===== config.mk =====
export PLATFORM = sky130hd
export DESIGN_NAME = quiro_top
export DESIGN_NICKNAME = d
export VERILOG_FILES = /design/src/rtl/quiro_pkg.sv /design/src/rtl/quiro_sync.sv /design/src/rtl/quiro_ready.sv /design/src/rtl/quiro_top.sv
export SDC_FILE = /design/constraint.sdc
export NUM_CORES = 1
export LEC_CHECK = 0
export BUFFER_PORTS_ARGS = -buffer_cell sky130_fd_sc_hd__buf_4
export CORE_MARGIN = 5
export CORE_UTILIZATION = 51
export DETAILED_ROUTE_END_ITERATION = 16
export GPL_TIMING_DRIVEN = 0
export HOLD_SLACK_MARGIN = 0.12
export PLACE_DENSITY = 0.79
export SLEW_MARGIN = 20
export SYNTH_ARGS = -nofsm -noshare
export SYNTH_HDL_FRONTEND = slang
export SYNTH_SLANG_ARGS = --single-unit

===== constraint.sdc =====
create_clock -name pclk -period 2.34 [get_ports pclk]
set_input_delay 0.468 -clock pclk [delete_from_list [all_inputs] [get_ports pclk]]
set_output_delay 0.468 -clock pclk [all_outputs]
set_load 0.05 [all_outputs]

===== src/rtl/quiro_pkg.sv =====
/*
 * Constants, types and register map for the quad UART interrupt and ready
 * output block. Assumes one clock (pclk, 100 MHz) and an APB register bus.
 */
// ----------------------------------------------------------------------------
// ----------------------------------------------------------------------------
package quiro_pkg;

	localparam int NUM_CH = 4;
	localparam int ADDR_W = 8;
	localparam int DATA_W = 32;
	localparam int MCR_W  = 8;

	// ------------------------------------------------------------------------
	// Register offsets
	// ------------------------------------------------------------------------
	localparam logic [ADDR_W-1:0] OFF_MCR_A    = 8'h00;
	localparam logic [ADDR_W-1:0] OFF_MCR_B    = 8'h04;
	localparam logic [ADDR_W-1:0] OFF_MCR_C    = 8'h08;
	localparam logic [ADDR_W-1:0] OFF_MCR_D    = 8'h0c;
	localparam logic [ADDR_W-1:0] OFF_DMA_MODE = 8'h10;
	localparam logic [ADDR_W-1:0] OFF_STATUS   = 8'h14;
	localparam logic [ADDR_W-1:0] OFF_INT_STAT = 8'h18;
	localparam logic [ADDR_W-1:0] OFF_INT_MASK = 8'h1c;

	// ------------------------------------------------------------------------
	// Fields and reset values
	// ------------------------------------------------------------------------
	localparam int                 MCR_IRQ_EN_BIT = 3;
	localparam logic [MCR_W-1:0]   MCR_RESET      = 8'h00;
	localparam logic [NUM_CH-1:0]  DMA_RESET      = 4'h0;
	localparam int                 EV_W           = 5;
	localparam int                 EV_MODE_BIT    = 4;
	localparam logic [EV_W-1:0]    INT_STAT_RESET = 5'h00;
	localparam logic [EV_W-1:0]    INT_MASK_RESET = 5'h00;
	localparam int                 ST_TX_LSB      = 0;
	localparam int                 ST_RX_LSB      = 4;
	localparam int                 ST_MODE_BIT    = 8;
	localparam int                 ST_OVR_BIT     = 9;
	localparam logic [DATA_W-1:0]  ZERO_WORD      = 32'h0000_0000;

	typedef enum logic {
		QUIRO_MODE_SINGLE,
		QUIRO_MODE_SEPARATE
	} quiro_bus_mode_t;

	typedef enum logic [1:0] {
		QUIRO_OVR_PIN,
		QUIRO_OVR_TIE_HIGH,
		QUIRO_OVR_TIE_LOW
	} quiro_ovr_tie_t;

	typedef enum logic {
		QUIRO_RDY_IDLE,
		QUIRO_RDY_ACTIVE
	} quiro_rdy_state_t;

endpackage


===== src/rtl/quiro_sync.sv =====
/*
 * Three-stage pin synchroniser; the output changes only when stages two
 * and three agree. Assumes the input is asynchronous to pclk.
 */
`timescale 1ns/10ps
module quiro_sync #(
	parameter logic RESET_VAL = 1'b0
) (
	input  wire logic pclk,
	input  wire logic presetn,
	input  wire logic pin_in,
	output logic      level_out
);
	import quiro_pkg::*;

	logic s1_reg;
	logic s2_reg;
	logic s3_reg;

	always_ff @(posedge pclk or negedge presetn) begin
		if (!presetn) begin
			s1_reg <= RESET_VAL;
			s2_reg <= RESET_VAL;
			s3_reg <= RESET_VAL;
		end else begin
			s1_reg <= pin_in;
			s2_reg <= s1_reg;
			s3_reg <= s2_reg;
		end
	end

	always_ff @(posedge pclk or negedge presetn) begin
		if (!presetn) begin
			level_out <= RESET_VAL;
		end else if (s2_reg == s3_reg) begin
			level_out <= s3_reg;
		end
	end

	a_sync_agree: assert property (@(posedge pclk) disable iff (!presetn)
		(level_out != $past(level_out)) |-> ($past(s2_reg) == $past(s3_reg)))
		else $error("synchroniser output changed without agreement");

endmodule


===== src/rtl/quiro_ready.sv =====
/*
 * One channel's transmit-ready and receive-ready logic, classic DMA mode 0
 * and mode 1. Assumes status inputs come from the UART core on pclk.
 */
`timescale 1ns/10ps
module quiro_ready (
	input  wire logic pclk,
	input  wire logic presetn,
	input  wire logic dma_mode,
	input  wire logic thr_empty,
	input  wire logic tx_fifo_full,
	input  wire logic rx_data_avail,
	input  wire logic rx_trig_hit,
	output logic      tx_ready_n_next,
	output logic      rx_ready_n_next,
	output logic      tx_ready_n_reg,
	output logic      rx_ready_n_reg
);
	import quiro_pkg::*;

	quiro_rdy_state_t tx_state_reg;
	quiro_rdy_state_t tx_state_next;
	quiro_rdy_state_t rx_state_reg;
	quiro_rdy_state_t rx_state_next;

	// ------------------------------------------------------------------------
	// Transmit: mode 0 tracks emptiness, mode 1 holds until full
	// ------------------------------------------------------------------------
	always_comb begin
		tx_state_next = tx_state_reg;
		case (tx_state_reg)
			QUIRO_RDY_IDLE:   if (thr_empty) tx_state_next = QUIRO_RDY_ACTIVE;
			QUIRO_RDY_ACTIVE: begin
				if (dma_mode ? tx_fifo_full : !thr_empty) begin
					tx_state_next = QUIRO_RDY_IDLE;
				end
			end
			default:          tx_state_next = QUIRO_RDY_IDLE;
		endcase
		tx_ready_n_next = (tx_state_next != QUIRO_RDY_ACTIVE);
	end

	// ------------------------------------------------------------------------
	// Receive: mode 0 on any data, mode 1 on trigger until empty
	// ------------------------------------------------------------------------
	always_comb begin
		rx_state_next = rx_state_reg;
		case (rx_state_reg)
			QUIRO_RDY_IDLE: begin
				if (dma_mode ? rx_trig_hit : rx_data_avail) begin
					rx_state_next = QUIRO_RDY_ACTIVE;
				end
			end
			QUIRO_RDY_ACTIVE: if (!rx_data_avail) rx_state_next = QUIRO_RDY_IDLE;
			default:          rx_state_next = QUIRO_RDY_IDLE;
		endcase
		rx_ready_n_next = (rx_state_next != QUIRO_RDY_ACTIVE);
	end

	always_ff @(posedge pclk or negedge presetn) begin
		if (!presetn) begin
			tx_state_reg   <= QUIRO_RDY_IDLE;
			rx_state_reg   <= QUIRO_RDY_IDLE;
			tx_ready_n_reg <= 1'b1;
			rx_ready_n_reg <= 1'b1;
		end else begin
			tx_state_reg   <= tx_state_next;
			rx_state_reg   <= rx_state_next;
			tx_ready_n_reg <= tx_ready_n_next;
			rx_ready_n_reg <= rx_ready_n_next;
		end
	end

	a_rx_hold_m1: assert property (@(posedge pclk) disable iff (!presetn)
		(dma_mode && !rx_ready_n_reg && rx_data_avail) |=> !rx_ready_n_reg)
		else $error("mode 1 receive-ready released while data remain");

endmodule


===== src/rtl/quiro_top.sv =====
/*
 * Interrupt pin and FIFO-ready pin logic of a four-channel UART with an APB
 * register file. Assumes pending-interrupt and FIFO status inputs come from
 * the UART cores on pclk; bus-mode and override inputs are asynchronous pins.
 */
`timescale 1ns/10ps
module quiro_top #(
	parameter quiro_pkg::quiro_ovr_tie_t OVR_TIE = quiro_pkg::QUIRO_OVR_PIN
) (
	input  wire logic                          pclk,
	input  wire logic                          presetn,
	input  wire logic [quiro_pkg::ADDR_W-1:0]  paddr,
	input  wire logic                          psel,
	input  wire logic                          penable,
	input  wire logic                          pwrite,
	input  wire logic [quiro_pkg::DATA_W-1:0]  pwdata,
	output logic      [quiro_pkg::DATA_W-1:0]  prdata,
	output logic                               pready,
	output logic                               pslverr,
	input  wire logic                          bus_mode_select,
	input  wire logic                          irq_override_select,
	input  wire logic [quiro_pkg::NUM_CH-1:0]  chan_irq_pending,
	input  wire logic [quiro_pkg::NUM_CH-1:0]  thr_empty,
	input  wire logic [quiro_pkg::NUM_CH-1:0]  tx_fifo_full,
	input  wire logic [quiro_pkg::NUM_CH-1:0]  rx_data_avail,
	input  wire logic [quiro_pkg::NUM_CH-1:0]  rx_trig_hit,
	output logic                               chan_a_irq_out,
	output logic                               chan_a_irq_oe,
	output logic                               chan_b_irq_out,
	output logic                               chan_b_irq_oe,
	output logic                               chan_c_irq_out,
	output logic                               chan_c_irq_oe,
	output logic                               chan_d_irq_out,
	output logic                               chan_d_irq_oe,
	output logic                               chan_a_tx_ready_n,
	output logic                               chan_b_tx_ready_n,
	output logic                               chan_c_tx_ready_n,
	output logic                               chan_d_tx_ready_n,
	output logic                               chan_a_rx_ready_n,
	output logic                               chan_b_rx_ready_n,
	output logic                               chan_c_rx_ready_n,
	output logic                               chan_d_rx_ready_n,
	output logic                               all_tx_ready_n,
	output logic                               all_rx_ready_n,
	output logic                               irq
);
	import quiro_pkg::*;

	// ------------------------------------------------------------------------
	// Declarations
	// ------------------------------------------------------------------------
	logic [MCR_W-1:0]  modem_control_reg [NUM_CH];
	logic [NUM_CH-1:0] dma_mode_reg;
	logic [EV_W-1:0]   int_stat_reg;
	logic [EV_W-1:0]   int_stat_next;
	logic [EV_W-1:0]   int_mask_reg;
	logic [EV_W-1:0]   int_mask_next;
	logic [EV_W-1:0]   events;
	logic [NUM_CH-1:0] pending_prev_reg;
	logic              mode_prev_reg;
	logic              bus_mode_sync;
	logic              ovr_pin_sync;
	logic              ovr_eff;
	quiro_bus_mode_t   bus_mode;
	logic [NUM_CH-1:0] irq_en;
	logic [NUM_CH-1:0] irq_out_next;
	logic [NUM_CH-1:0] irq_oe_next;
	logic [NUM_CH-1:0] irq_out_reg;
	logic [NUM_CH-1:0] irq_oe_reg;
	logic [NUM_CH-1:0] tx_n_next;
	logic [NUM_CH-1:0] rx_n_next;
	logic [NUM_CH-1:0] tx_n_reg;
	logic [NUM_CH-1:0] rx_n_reg;
	logic              all_tx_reg;
	logic              all_rx_reg;
	logic              irq_reg;
	logic              setup_phase;
	logic              wr_fire;
	logic              addr_ok;
	logic [DATA_W-1:0] rd_word;
	logic [DATA_W-1:0] prdata_reg;
	logic              pready_reg;
	logic              pslverr_reg;

	function automatic logic addr_mapped(input logic [ADDR_W-1:0] a);
		addr_mapped = (a == OFF_MCR_A) || (a == OFF_MCR_B) || (a == OFF_MCR_C) ||
			(a == OFF_MCR_D) || (a == OFF_DMA_MODE) || (a == OFF_STATUS) ||
			(a == OFF_INT_STAT) || (a == OFF_INT_MASK);
	endfunction

	function automatic logic [1:0] mcr_index(input logic [ADDR_W-1:0] a);
		mcr_index = a[3:2];
	endfunction

	function automatic logic is_mcr(input logic [ADDR_W-1:0] a);
		is_mcr = (a == OFF_MCR_A) || (a == OFF_MCR_B) || (a == OFF_MCR_C) ||
			(a == OFF_MCR_D);
	endfunction

	// ------------------------------------------------------------------------
	// Pin synchronisers and mode decode
	// ------------------------------------------------------------------------
	quiro_sync #(.RESET_VAL(1'b1)) u_mode_sync (
		.pclk      (pclk),
		.presetn   (presetn),
		.pin_in    (bus_mode_select),
		.level_out (bus_mode_sync)
	);

	// Reset value low matches the pad pull-down
	quiro_sync #(.RESET_VAL(1'b0)) u_ovr_sync (
		.pclk      (pclk),
		.presetn   (presetn),
		.pin_in    (irq_override_select),
		.level_out (ovr_pin_sync)
	);

	assign bus_mode = bus_mode_sync ? QUIRO_MODE_SEPARATE : QUIRO_MODE_SINGLE;

	always_comb begin
		case (OVR_TIE)
			QUIRO_OVR_PIN:      ovr_eff = ovr_pin_sync;
			QUIRO_OVR_TIE_HIGH: ovr_eff = 1'b1;
			QUIRO_OVR_TIE_LOW:  ovr_eff = 1'b0;
			default:            ovr_eff = 1'b0;
		endcase
	end

	// ------------------------------------------------------------------------
	// Interrupt pin drive
	// ------------------------------------------------------------------------
	always_comb begin
		for (int i = 0; i < NUM_CH; i++) begin
			irq_en[i] = ovr_eff | modem_control_reg[i][MCR_IRQ_EN_BIT];
		end
		if (bus_mode == QUIRO_MODE_SEPARATE) begin
			irq_oe_next  = irq_en;
			irq_out_next = chan_irq_pending;
		end else begin
			// Override is ignored here; the host keeps it low anyway
			irq_out_next = '0;
			irq_oe_next  = {{(NUM_CH-1){1'b1}}, |chan_irq_pending};
		end
	end

	always_ff @(posedge pclk or negedge presetn) begin
		if (!presetn) begin
			irq_out_reg <= '0;
			irq_oe_reg  <= '0;
		end else begin
			irq_out_reg <= irq_out_next;
			irq_oe_reg  <= irq_oe_next;
		end
	end

	assign chan_a_irq_out = irq_out_reg[0];
	assign chan_b_irq_out = irq_out_reg[1];
	assign chan_c_irq_out = irq_out_reg[2];
	assign chan_d_irq_out = irq_out_reg[3];
	assign chan_a_irq_oe  = irq_oe_reg[0];
	assign chan_b_irq_oe  = irq_oe_reg[1];
	assign chan_c_irq_oe  = irq_oe_reg[2];
	assign chan_d_irq_oe  = irq_oe_reg[3];

	// ------------------------------------------------------------------------
	// Ready outputs
	// ------------------------------------------------------------------------
	for (genvar g = 0; g < NUM_CH; g++) begin : g_rdy
		quiro_ready u_rdy (
			.pclk            (pclk),
			.presetn         (presetn),
			.dma_mode        (dma_mode_reg[g]),
			.thr_empty       (thr_empty[g]),
			.tx_fifo_full    (tx_fifo_full[g]),
			.rx_data_avail   (rx_data_avail[g]),
			.rx_trig_hit     (rx_trig_hit[g]),
			.tx_ready_n_next (tx_n_next[g]),
			.rx_ready_n_next (rx_n_next[g]),
			.tx_ready_n_reg  (tx_n_reg[g]),
			.rx_ready_n_reg  (rx_n_reg[g])
		);
	end

	// Combined outputs use next values so they stay aligned with channels
	always_ff @(posedge pclk or negedge presetn) begin
		if (!presetn) begin
			all_tx_reg <= 1'b1;
			all_rx_reg <= 1'b1;
		end else begin
			all_tx_reg <= &tx_n_next;
			all_rx_reg <= &rx_n_next;
		end
	end

	assign chan_a_tx_ready_n = tx_n_reg[0];
	assign chan_b_tx_ready_n = tx_n_reg[1];
	assign chan_c_tx_ready_n = tx_n_reg[2];
	assign chan_d_tx_ready_n = tx_n_reg[3];
	assign chan_a_rx_ready_n = rx_n_reg[0];
	assign chan_b_rx_ready_n = rx_n_reg[1];
	assign chan_c_rx_ready_n = rx_n_reg[2];
	assign chan_d_rx_ready_n = rx_n_reg[3];
	assign all_tx_ready_n    = all_tx_reg;
	assign all_rx_ready_n    = all_rx_reg;

	// ------------------------------------------------------------------------
	// APB slave: one wait-free access phase, data latched at setup
	// ------------------------------------------------------------------------
	assign setup_phase = psel && !penable && !pready_reg;
	assign wr_fire     = psel && penable && pready_reg && pwrite && !pslverr_reg;
	assign addr_ok     = addr_mapped(paddr);

	always_comb begin
		rd_word = ZERO_WORD;
		if (is_mcr(paddr)) begin
			rd_word[MCR_W-1:0] = modem_control_reg[mcr_index(paddr)];
		end else if (paddr == OFF_DMA_MODE) begin
			rd_word[NUM_CH-1:0] = dma_mode_reg;
		end else if (paddr == OFF_STATUS) begin
			rd_word[ST_TX_LSB +: NUM_CH] = tx_n_reg;
			rd_word[ST_RX_LSB +: NUM_CH] = rx_n_reg;
			rd_word[ST_MODE_BIT]         = bus_mode_sync;
			rd_word[ST_OVR_BIT]          = ovr_eff;
		end else if (paddr == OFF_INT_STAT) begin
			rd_word[EV_W-1:0] = int_stat_reg;
		end else if (paddr == OFF_INT_MASK) begin
			rd_word[EV_W-1:0] = int_mask_reg;
		end
	end

	always_ff @(posedge pclk or negedge presetn) begin
		if (!presetn) begin
			pready_reg  <= 1'b0;
			pslverr_reg <= 1'b0;
			prdata_reg  <= ZERO_WORD;
		end else if (setup_phase) begin
			pready_reg  <= 1'b1;
			pslverr_reg <= !addr_ok;
			prdata_reg  <= (!pwrite && addr_ok) ? rd_word : ZERO_WORD;
		end else begin
			pready_reg  <= 1'b0;
			pslverr_reg <= 1'b0;
			prdata_reg  <= ZERO_WORD;
		end
	end

	assign pready  = pready_reg;
	assign pslverr = pslverr_reg;
	assign prdata  = prdata_reg;

	// ------------------------------------------------------------------------
	// Control registers
	// ------------------------------------------------------------------------
	always_ff @(posedge pclk or negedge presetn) begin
		if (!presetn) begin
			for (int i = 0; i < NUM_CH; i++) begin
				modem_control_reg[i] <= MCR_RESET;
			end
		end else if (wr_fire && is_mcr(paddr)) begin
			modem_control_reg[mcr_index(paddr)] <= pwdata[MCR_W-1:0];
		end
	end

	always_ff @(posedge pclk or negedge presetn) begin
		if (!presetn) begin
			dma_mode_reg <= DMA_RESET;
		end else if (wr_fire && paddr == OFF_DMA_MODE) begin
			dma_mode_reg <= pwdata[NUM_CH-1:0];
		end
	end

	// ------------------------------------------------------------------------
	// Event status, mask and interrupt line
	// ------------------------------------------------------------------------
	always_comb begin
		events                   = '0;
		events[NUM_CH-1:0]       = chan_irq_pending & ~pending_prev_reg;
		events[EV_MODE_BIT]      = bus_mode_sync ^ mode_prev_reg;
		int_stat_next            = int_stat_reg;
		int_mask_next            = int_mask_reg;
		if (wr_fire && paddr == OFF_INT_STAT) begin
			int_stat_next = int_stat_reg & ~pwdata[EV_W-1:0];
		end
		if (wr_fire && paddr == OFF_INT_MASK) begin
			int_mask_next = pwdata[EV_W-1:0];
		end
		// Set wins over a same-cycle clear
		int_stat_next = int_stat_next | events;
	end

	always_ff @(posedge pclk or negedge presetn) begin
		if (!presetn) begin
			pending_prev_reg <= '0;
			mode_prev_reg    <= 1'b1;
			int_stat_reg     <= INT_STAT_RESET;
			int_mask_reg     <= INT_MASK_RESET;
			irq_reg          <= 1'b0;
		end else begin
			pending_prev_reg <= chan_irq_pending;
			mode_prev_reg    <= bus_mode_sync;
			int_stat_reg     <= int_stat_next;
			int_mask_reg     <= int_mask_next;
			irq_reg          <= |(int_stat_next & int_mask_next);
		end
	end

	assign irq = irq_reg;

	// ------------------------------------------------------------------------
	// Checks
	// ------------------------------------------------------------------------
	a_sep_oe_bit: assert property (@(posedge pclk) disable iff (!presetn)
		(bus_mode == QUIRO_MODE_SEPARATE && !ovr_eff)
		|=> (irq_oe_reg[1] == $past(modem_control_reg[1][MCR_IRQ_EN_BIT])))
		else $error("channel B enable does not follow its control bit");

	a_ovr_all_on: assert property (@(posedge pclk) disable iff (!presetn)
		(bus_mode == QUIRO_MODE_SEPARATE && ovr_eff) |=> (&irq_oe_reg))
		else $error("override did not enable all interrupt outputs");

	a_sep_level: assert property (@(posedge pclk) disable iff (!presetn)
		(bus_mode == QUIRO_MODE_SEPARATE) |=> (irq_out_reg == $past(chan_irq_pending)))
		else $error("interrupt level does not follow pending state");

	a_single_od: assert property (@(posedge pclk) disable iff (!presetn)
		(bus_mode == QUIRO_MODE_SINGLE)
		|=> (!chan_a_irq_out && chan_a_irq_oe == $past(|chan_irq_pending)))
		else $error("shared interrupt not open-drain active low");

	a_single_zero: assert property (@(posedge pclk) disable iff (!presetn)
		(bus_mode == QUIRO_MODE_SINGLE)[*2]
		|-> (irq_oe_reg[3:1] == 3'h7 && irq_out_reg[3:1] == 3'h0))
		else $error("unused interrupt pins not held at zero");

	a_tx_and: assert property (@(posedge pclk) disable iff (!presetn)
		all_tx_ready_n == (&tx_n_reg))
		else $error("combined transmit-ready is not the AND");

	a_rx_and: assert property (@(posedge pclk) disable iff (!presetn)
		all_rx_ready_n == (&rx_n_reg))
		else $error("combined receive-ready is not the AND");

	a_tie_variant: assert property (@(posedge pclk) disable iff (!presetn)
		(OVR_TIE == QUIRO_OVR_TIE_HIGH) |-> ovr_eff)
		else $error("tied-high variant lost its override");

	a_rx_mode0: assert property (@(posedge pclk) disable iff (!presetn)
		(!dma_mode_reg[0] && rx_data_avail[0]) |=> !chan_a_rx_ready_n)
		else $error("mode 0 receive-ready not asserted with data");

	a_irq_line: assert property (@(posedge pclk) disable iff (!presetn)
		irq == (|(int_stat_reg & int_mask_reg)))
		else $error("interrupt line does not match masked status");

endmodule


==> results summary <==
Walking the worst path, the cells encountered are buf_4 -> or4_4 -> or2_2 -> nor4_4 -> nand2_1 -> mux2_2. STA puts the critical path data arrival time at 2.59 ns. The critical path endpoint category is a register. Synthesis handed over a netlist of about 290 instances. The total detailed-routing wirelength came out at 8.80 mm. The synthesis-to-finish area growth came out at 22.7%. After clock tree synthesis, the flow added hold-fix buffers numbering 0. The run finished, with violations left. The height of the die came out at roughly 100 µm. The clock-pin transition on the worst setup and hold timing paths is ~0.070 ns. The flip-flop count of the largest register, all copies and words added came out at 32. The number of max-slew violations in the final report came to 0.

Setup repair after global routing could not meet its margin everywhere. Counting flops with an async set or reset pin after synthesis yields a share of 100%. Global routing used 18.7% of the available tracks across all layers. After synthesis, the netlist uses 41 different library cells. In the routed layout, each cell is associated on average with a via count of a little over 5. Global routing consumed, on the met2 layer, 30.9% of the routing resources. The total negative setup slack came out at -0.0903 ns. The synthesized design devotes to its leading area cell type around half of total area. In this run the number of H-tree levels came out at 3. The repair_antennas step left the layout with diodes totalling 0.

The area of the mapped netlist came out at 4120 µm². The initial antenna violation count is 0. For this run, design rule violations remaining after detail routing come to 0. In the final design database the tool counted 463 nets. Once the floorplan was initialized, standard cells occupied 52.7% of the core. For this run, the slowest stage of the critical path takes 0.58 ns.

In this run, synthesis inferred 0 flip-flops with an integrated enable. In this run the mean area of a mapped cell was about 14 µm². The area of the core is 7810 µm².

The cell-internal power came out at 2.28 mW. TritonCTS built the clock tree. In this run the clock root is driven by a sky130_fd_sc_hd__clkbuf_8.

The number of buffers and inverters on the critical path is 1. For this run, global-route usage on met3 was measured as 5.07%. In the global route stage, met1 resource usage came out at 24.3%. The reported net switching power came out at 857 µW. The finished cells cover 5050 µm². The die covers 9970 µm². STA classifies the critical path startpoint as a primary input. The count of final setup violators came out at 11.

The upper clock frequency limit is 423 MHz. In this run, the number of DRC markers left after iteration 0 of detailed routing was 82. The period utilization came out at 101%. Following the worst setup path forward leads to its endpoint at modem_control_reg[20]$_DFFE_PN0P_. The number of stages on the worst setup path came out at 6.

The clock share of power is 29.6%. The fill cell instance count of the final layout came out at around 600. The count of port buffers added during placement came out at 70. The leading cell type by number of instances after synthesis is sky130_fd_sc_hd__dfrtp_1. The number of hold violations in the final report came out at 0.

The relative max-transition margin came out at 41.1%. Net switching is between 20% and 30% of the power. The clock latency reported for the late side of the worst-skew pair came out at about 0.36 ns.

The count of TritonRoute iterations in the first routing pass came out at 4. Final hold analysis gives a worst-case slack of 0.171 ns. The placed cell count came out at 484. The total power per unit cell area is 621 nW/µm². The post-route netlist has 46.4% of its cells at a drive strength greater than 1. Among all flip-flop cells after synthesis, the most frequent one is sky130_fd_sc_hd__dfrtp_1.

The post-route non-filler standard cell count came out at around 500. No sink is reached through more buffers than the 2 on the longest clock path. The wire length of the first global-routing pass came out at 14.3 mm. The slack of the worst reg-to-reg path is 0.18 ns.

The overall via count from detail_route came out at 2592. From left edge to right edge, the die measures 99.8 µm. The final RePlAce weighted congestion came out at 0.793.

In the post-route analysis, the smallest setup slack over all paths is -0.0230 ns. After synthesis, flip-flops and latches occupy 60.0% of the total area. The layer flagged by global routing as most heavily used is met2. The most area-hungry cell type in the Yosys netlist is sky130_fd_sc_hd__dfrtp_1. The path type of the worst setup path is primary input to register.

For the final database, setup skew stands at roughly 0.016 ns. The via count of the first global-routing pass came out at around 2800. The worst voltage drop across the vdd grid is 383 µV. The clock period minus worst slack came out at 2.36 ns. The sum of internal, switching and leakage power is between 3 and 4 mW.

The worst register-to-register path ends at irq$_DFF_PN0_. The detailed-placement wirelength estimate came out at 6.43 mm. The site row count is 32. The mean routed wirelength per cell is 17.5 µm. The combinational share of power came out at 13.9%. The antenna violation net count after detailed routing is 0. The checks that failed: negative setup slack.

Ranked by total cell area, the synthesized netlist is headed by sky130_fd_sc_hd__dfrtp_1 (50%), sky130_fd_sc_hd__mux2_2 (11%), sky130_fd_sc_hd__dfstp_2 (9.6%). Sorting the synthesized cells by how often they occur yields sky130_fd_sc_hd__dfrtp_1 (83), sky130_fd_sc_hd__mux2_2 (41), sky130_fd_sc_hd__buf_4 (22). Per report_power, the sequential group accounts for 56.5% of the total. Summed over all cells, the static leakage comes to 2.48 nW. The origin of the worst setup path is paddr[6].

The min-delay analysis places its worst path in the category primary input to asynchronous set/reset pin. The count of cells along the worst register-to-register path is 6. The slew of the pin with the lowest slew margin came out at 0.883 ns. 120 I/O pins were placed. The number of synthesized register bits came out at between 90 and 100. Max-cap violations in this run came to 0. The number of clock buffers inserted by TritonCTS is 9. In this run the cell area measured after placement is 4860 µm².

Among all stages on the critical path, the largest delay is contributed by sky130_fd_sc_hd__or4_4. The clock net in this run drives a total of 98 sinks. The largest net degree at the start of global routing is 99.

The critical path data required time is 2.57 ns. The kind of cell with the highest combined delay along the critical path is simple AND/OR/NAND/NOR gates. The biggest fanout along the worst timing path came out at 8.

The global-route congestion overflow total came out at 0. The startpoint identified for the worst register-to-register timing path is pslverr$_DFF_PN0_. Yosys printed 0 warnings.
[repair_timing]
action | CTS | global route
gates resized for setup | 3 | 0
endpoints found under the setup margin | 6 | 24
cloned | 0 | 0
pin swaps | 0 | 1
buffers inserted | 0 | 3
[worst min path at each step]
stage / start / endpoint / slack [ns] / cells past startpoint
2_1_floorplan: presetn / dma_mode_reg[0]$_DFFE_PN0P_ / 0.17 / 0
3_3_place_gp: u_ovr_sync.s1_reg$_DFF_PN0_ / u_ovr_sync.s2_reg$_DFF_PN0_ / 0.33 / 0
3_5_place_dp: u_ovr_sync.s1_reg$_DFF_PN0_ / u_ovr_sync.s2_reg$_DFF_PN0_ / 0.34 / 0
4_1_cts: irq_override_select / u_ovr_sync.s1_reg$_DFF_PN0_ / 0.20 / 1
5_1_grt: irq_override_select / u_ovr_sync.s1_reg$_DFF_PN0_ / 0.19 / 1
6_report: presetn / modem_control_reg[12]$_DFFE_PN0P_ / 0.17 / 1
[worst register-to-register path: cells and delay by family (launching register included)]
kind,cells,cell delay [ns]
AO/OA/AOI/OAI,3,0.80
buffers and inverters,1,0.17
flip-flops,1,0.40
AND/OR/NAND/NOR,2,0.67
[placed cells by master (no fill, tap or decap), drive strengths merged, types with 2 or more instances in the layout]
| cell type | instances |
|---|---|
| conb | 22 |
| nor4 | 5 |
| o21a | 2 |
| inv | 15 |
| mux2i | 9 |
| and2 | 4 |
| dfstp | 15 |
| or2 | 3 |
| clkbuf | 20 |
| nand2b | 6 |
| or3 | 2 |
| a21boi | 3 |
| a31oi | 4 |
| dfrtp | 83 |
| maj3 | 2 |
| and4 | 2 |
| nand4 | 2 |
| clkinv | 3 |
| buf | 97 |
| mux4 | 12 |
| a21oi | 9 |
| mux2 | 41 |
| nand3 | 4 |
| nor2b | 10 |
| or4 | 3 |
| nor2 | 9 |
| nand4b | 2 |
| nand2 | 3 |
[per-layer routing]
layer	vias up	part of all wire (%)
met1	1298	43
li1	1194	-
met5	-	0
met4	0	1.2
met3	9	7.4
met2	91	49
[final cells by class]
cell class,instances,area (µm²),area share [%]
flip-flops and latches,98,2470,48.9
multi-input cells,168,1490,29.4
repair buffers,73,552,10.9
plain buffers,31,200,3.96
clock buffers,13,139,2.75
well taps,102,128,2.53
inverters,15,56.3,1.11
clock inverters,3,18.8,0.372
[through the flow]
step / util [%] / worst slack (ns)
2_1_floorplan: - / -0.0731
3_3_place_gp: 62.2 / -0.407
3_5_place_dp: 62.2 / -0.420
4_1_cts: 64.4 / -0.0275
5_1_grt: 64.7 / -0.0945
6_report: 64.7 / -0.0230
[power by group through the flow]
stage / clock network (mW) / logic (mW) / registers [mW]
after floorplan: 0 / 0.191 / 1.88
after global placement: 0 / 0.429 / 1.80
after detailed placement: 0 / 0.436 / 1.80
after CTS: 0.948 / 0.438 / 1.77
after global routing: 1.02 / 0.468 / 1.78
final: 0.929 / 0.436 / 1.77
[logic make-up (layout without fill, tap and decap cells)]
family | count (synthesis) | after routing | share of synthesized area, %
xor gates and xnor gates | 1 | 1 | 0.213
buffers and inverters | 46 | 135 | 6.20
other | 1 | 22 | 0.0911
and+or+nand+nor | 57 | 57 | 9.06
adders and majority gates | 2 | 2 | 0.486
muxes | 62 | 62 | 20.0
AOI/OAI and AO/OA | 24 | 24 | 3.92
DFF | 98 | 98 | 60.0
No activity file was read; power rests on OpenSTA's default activity.
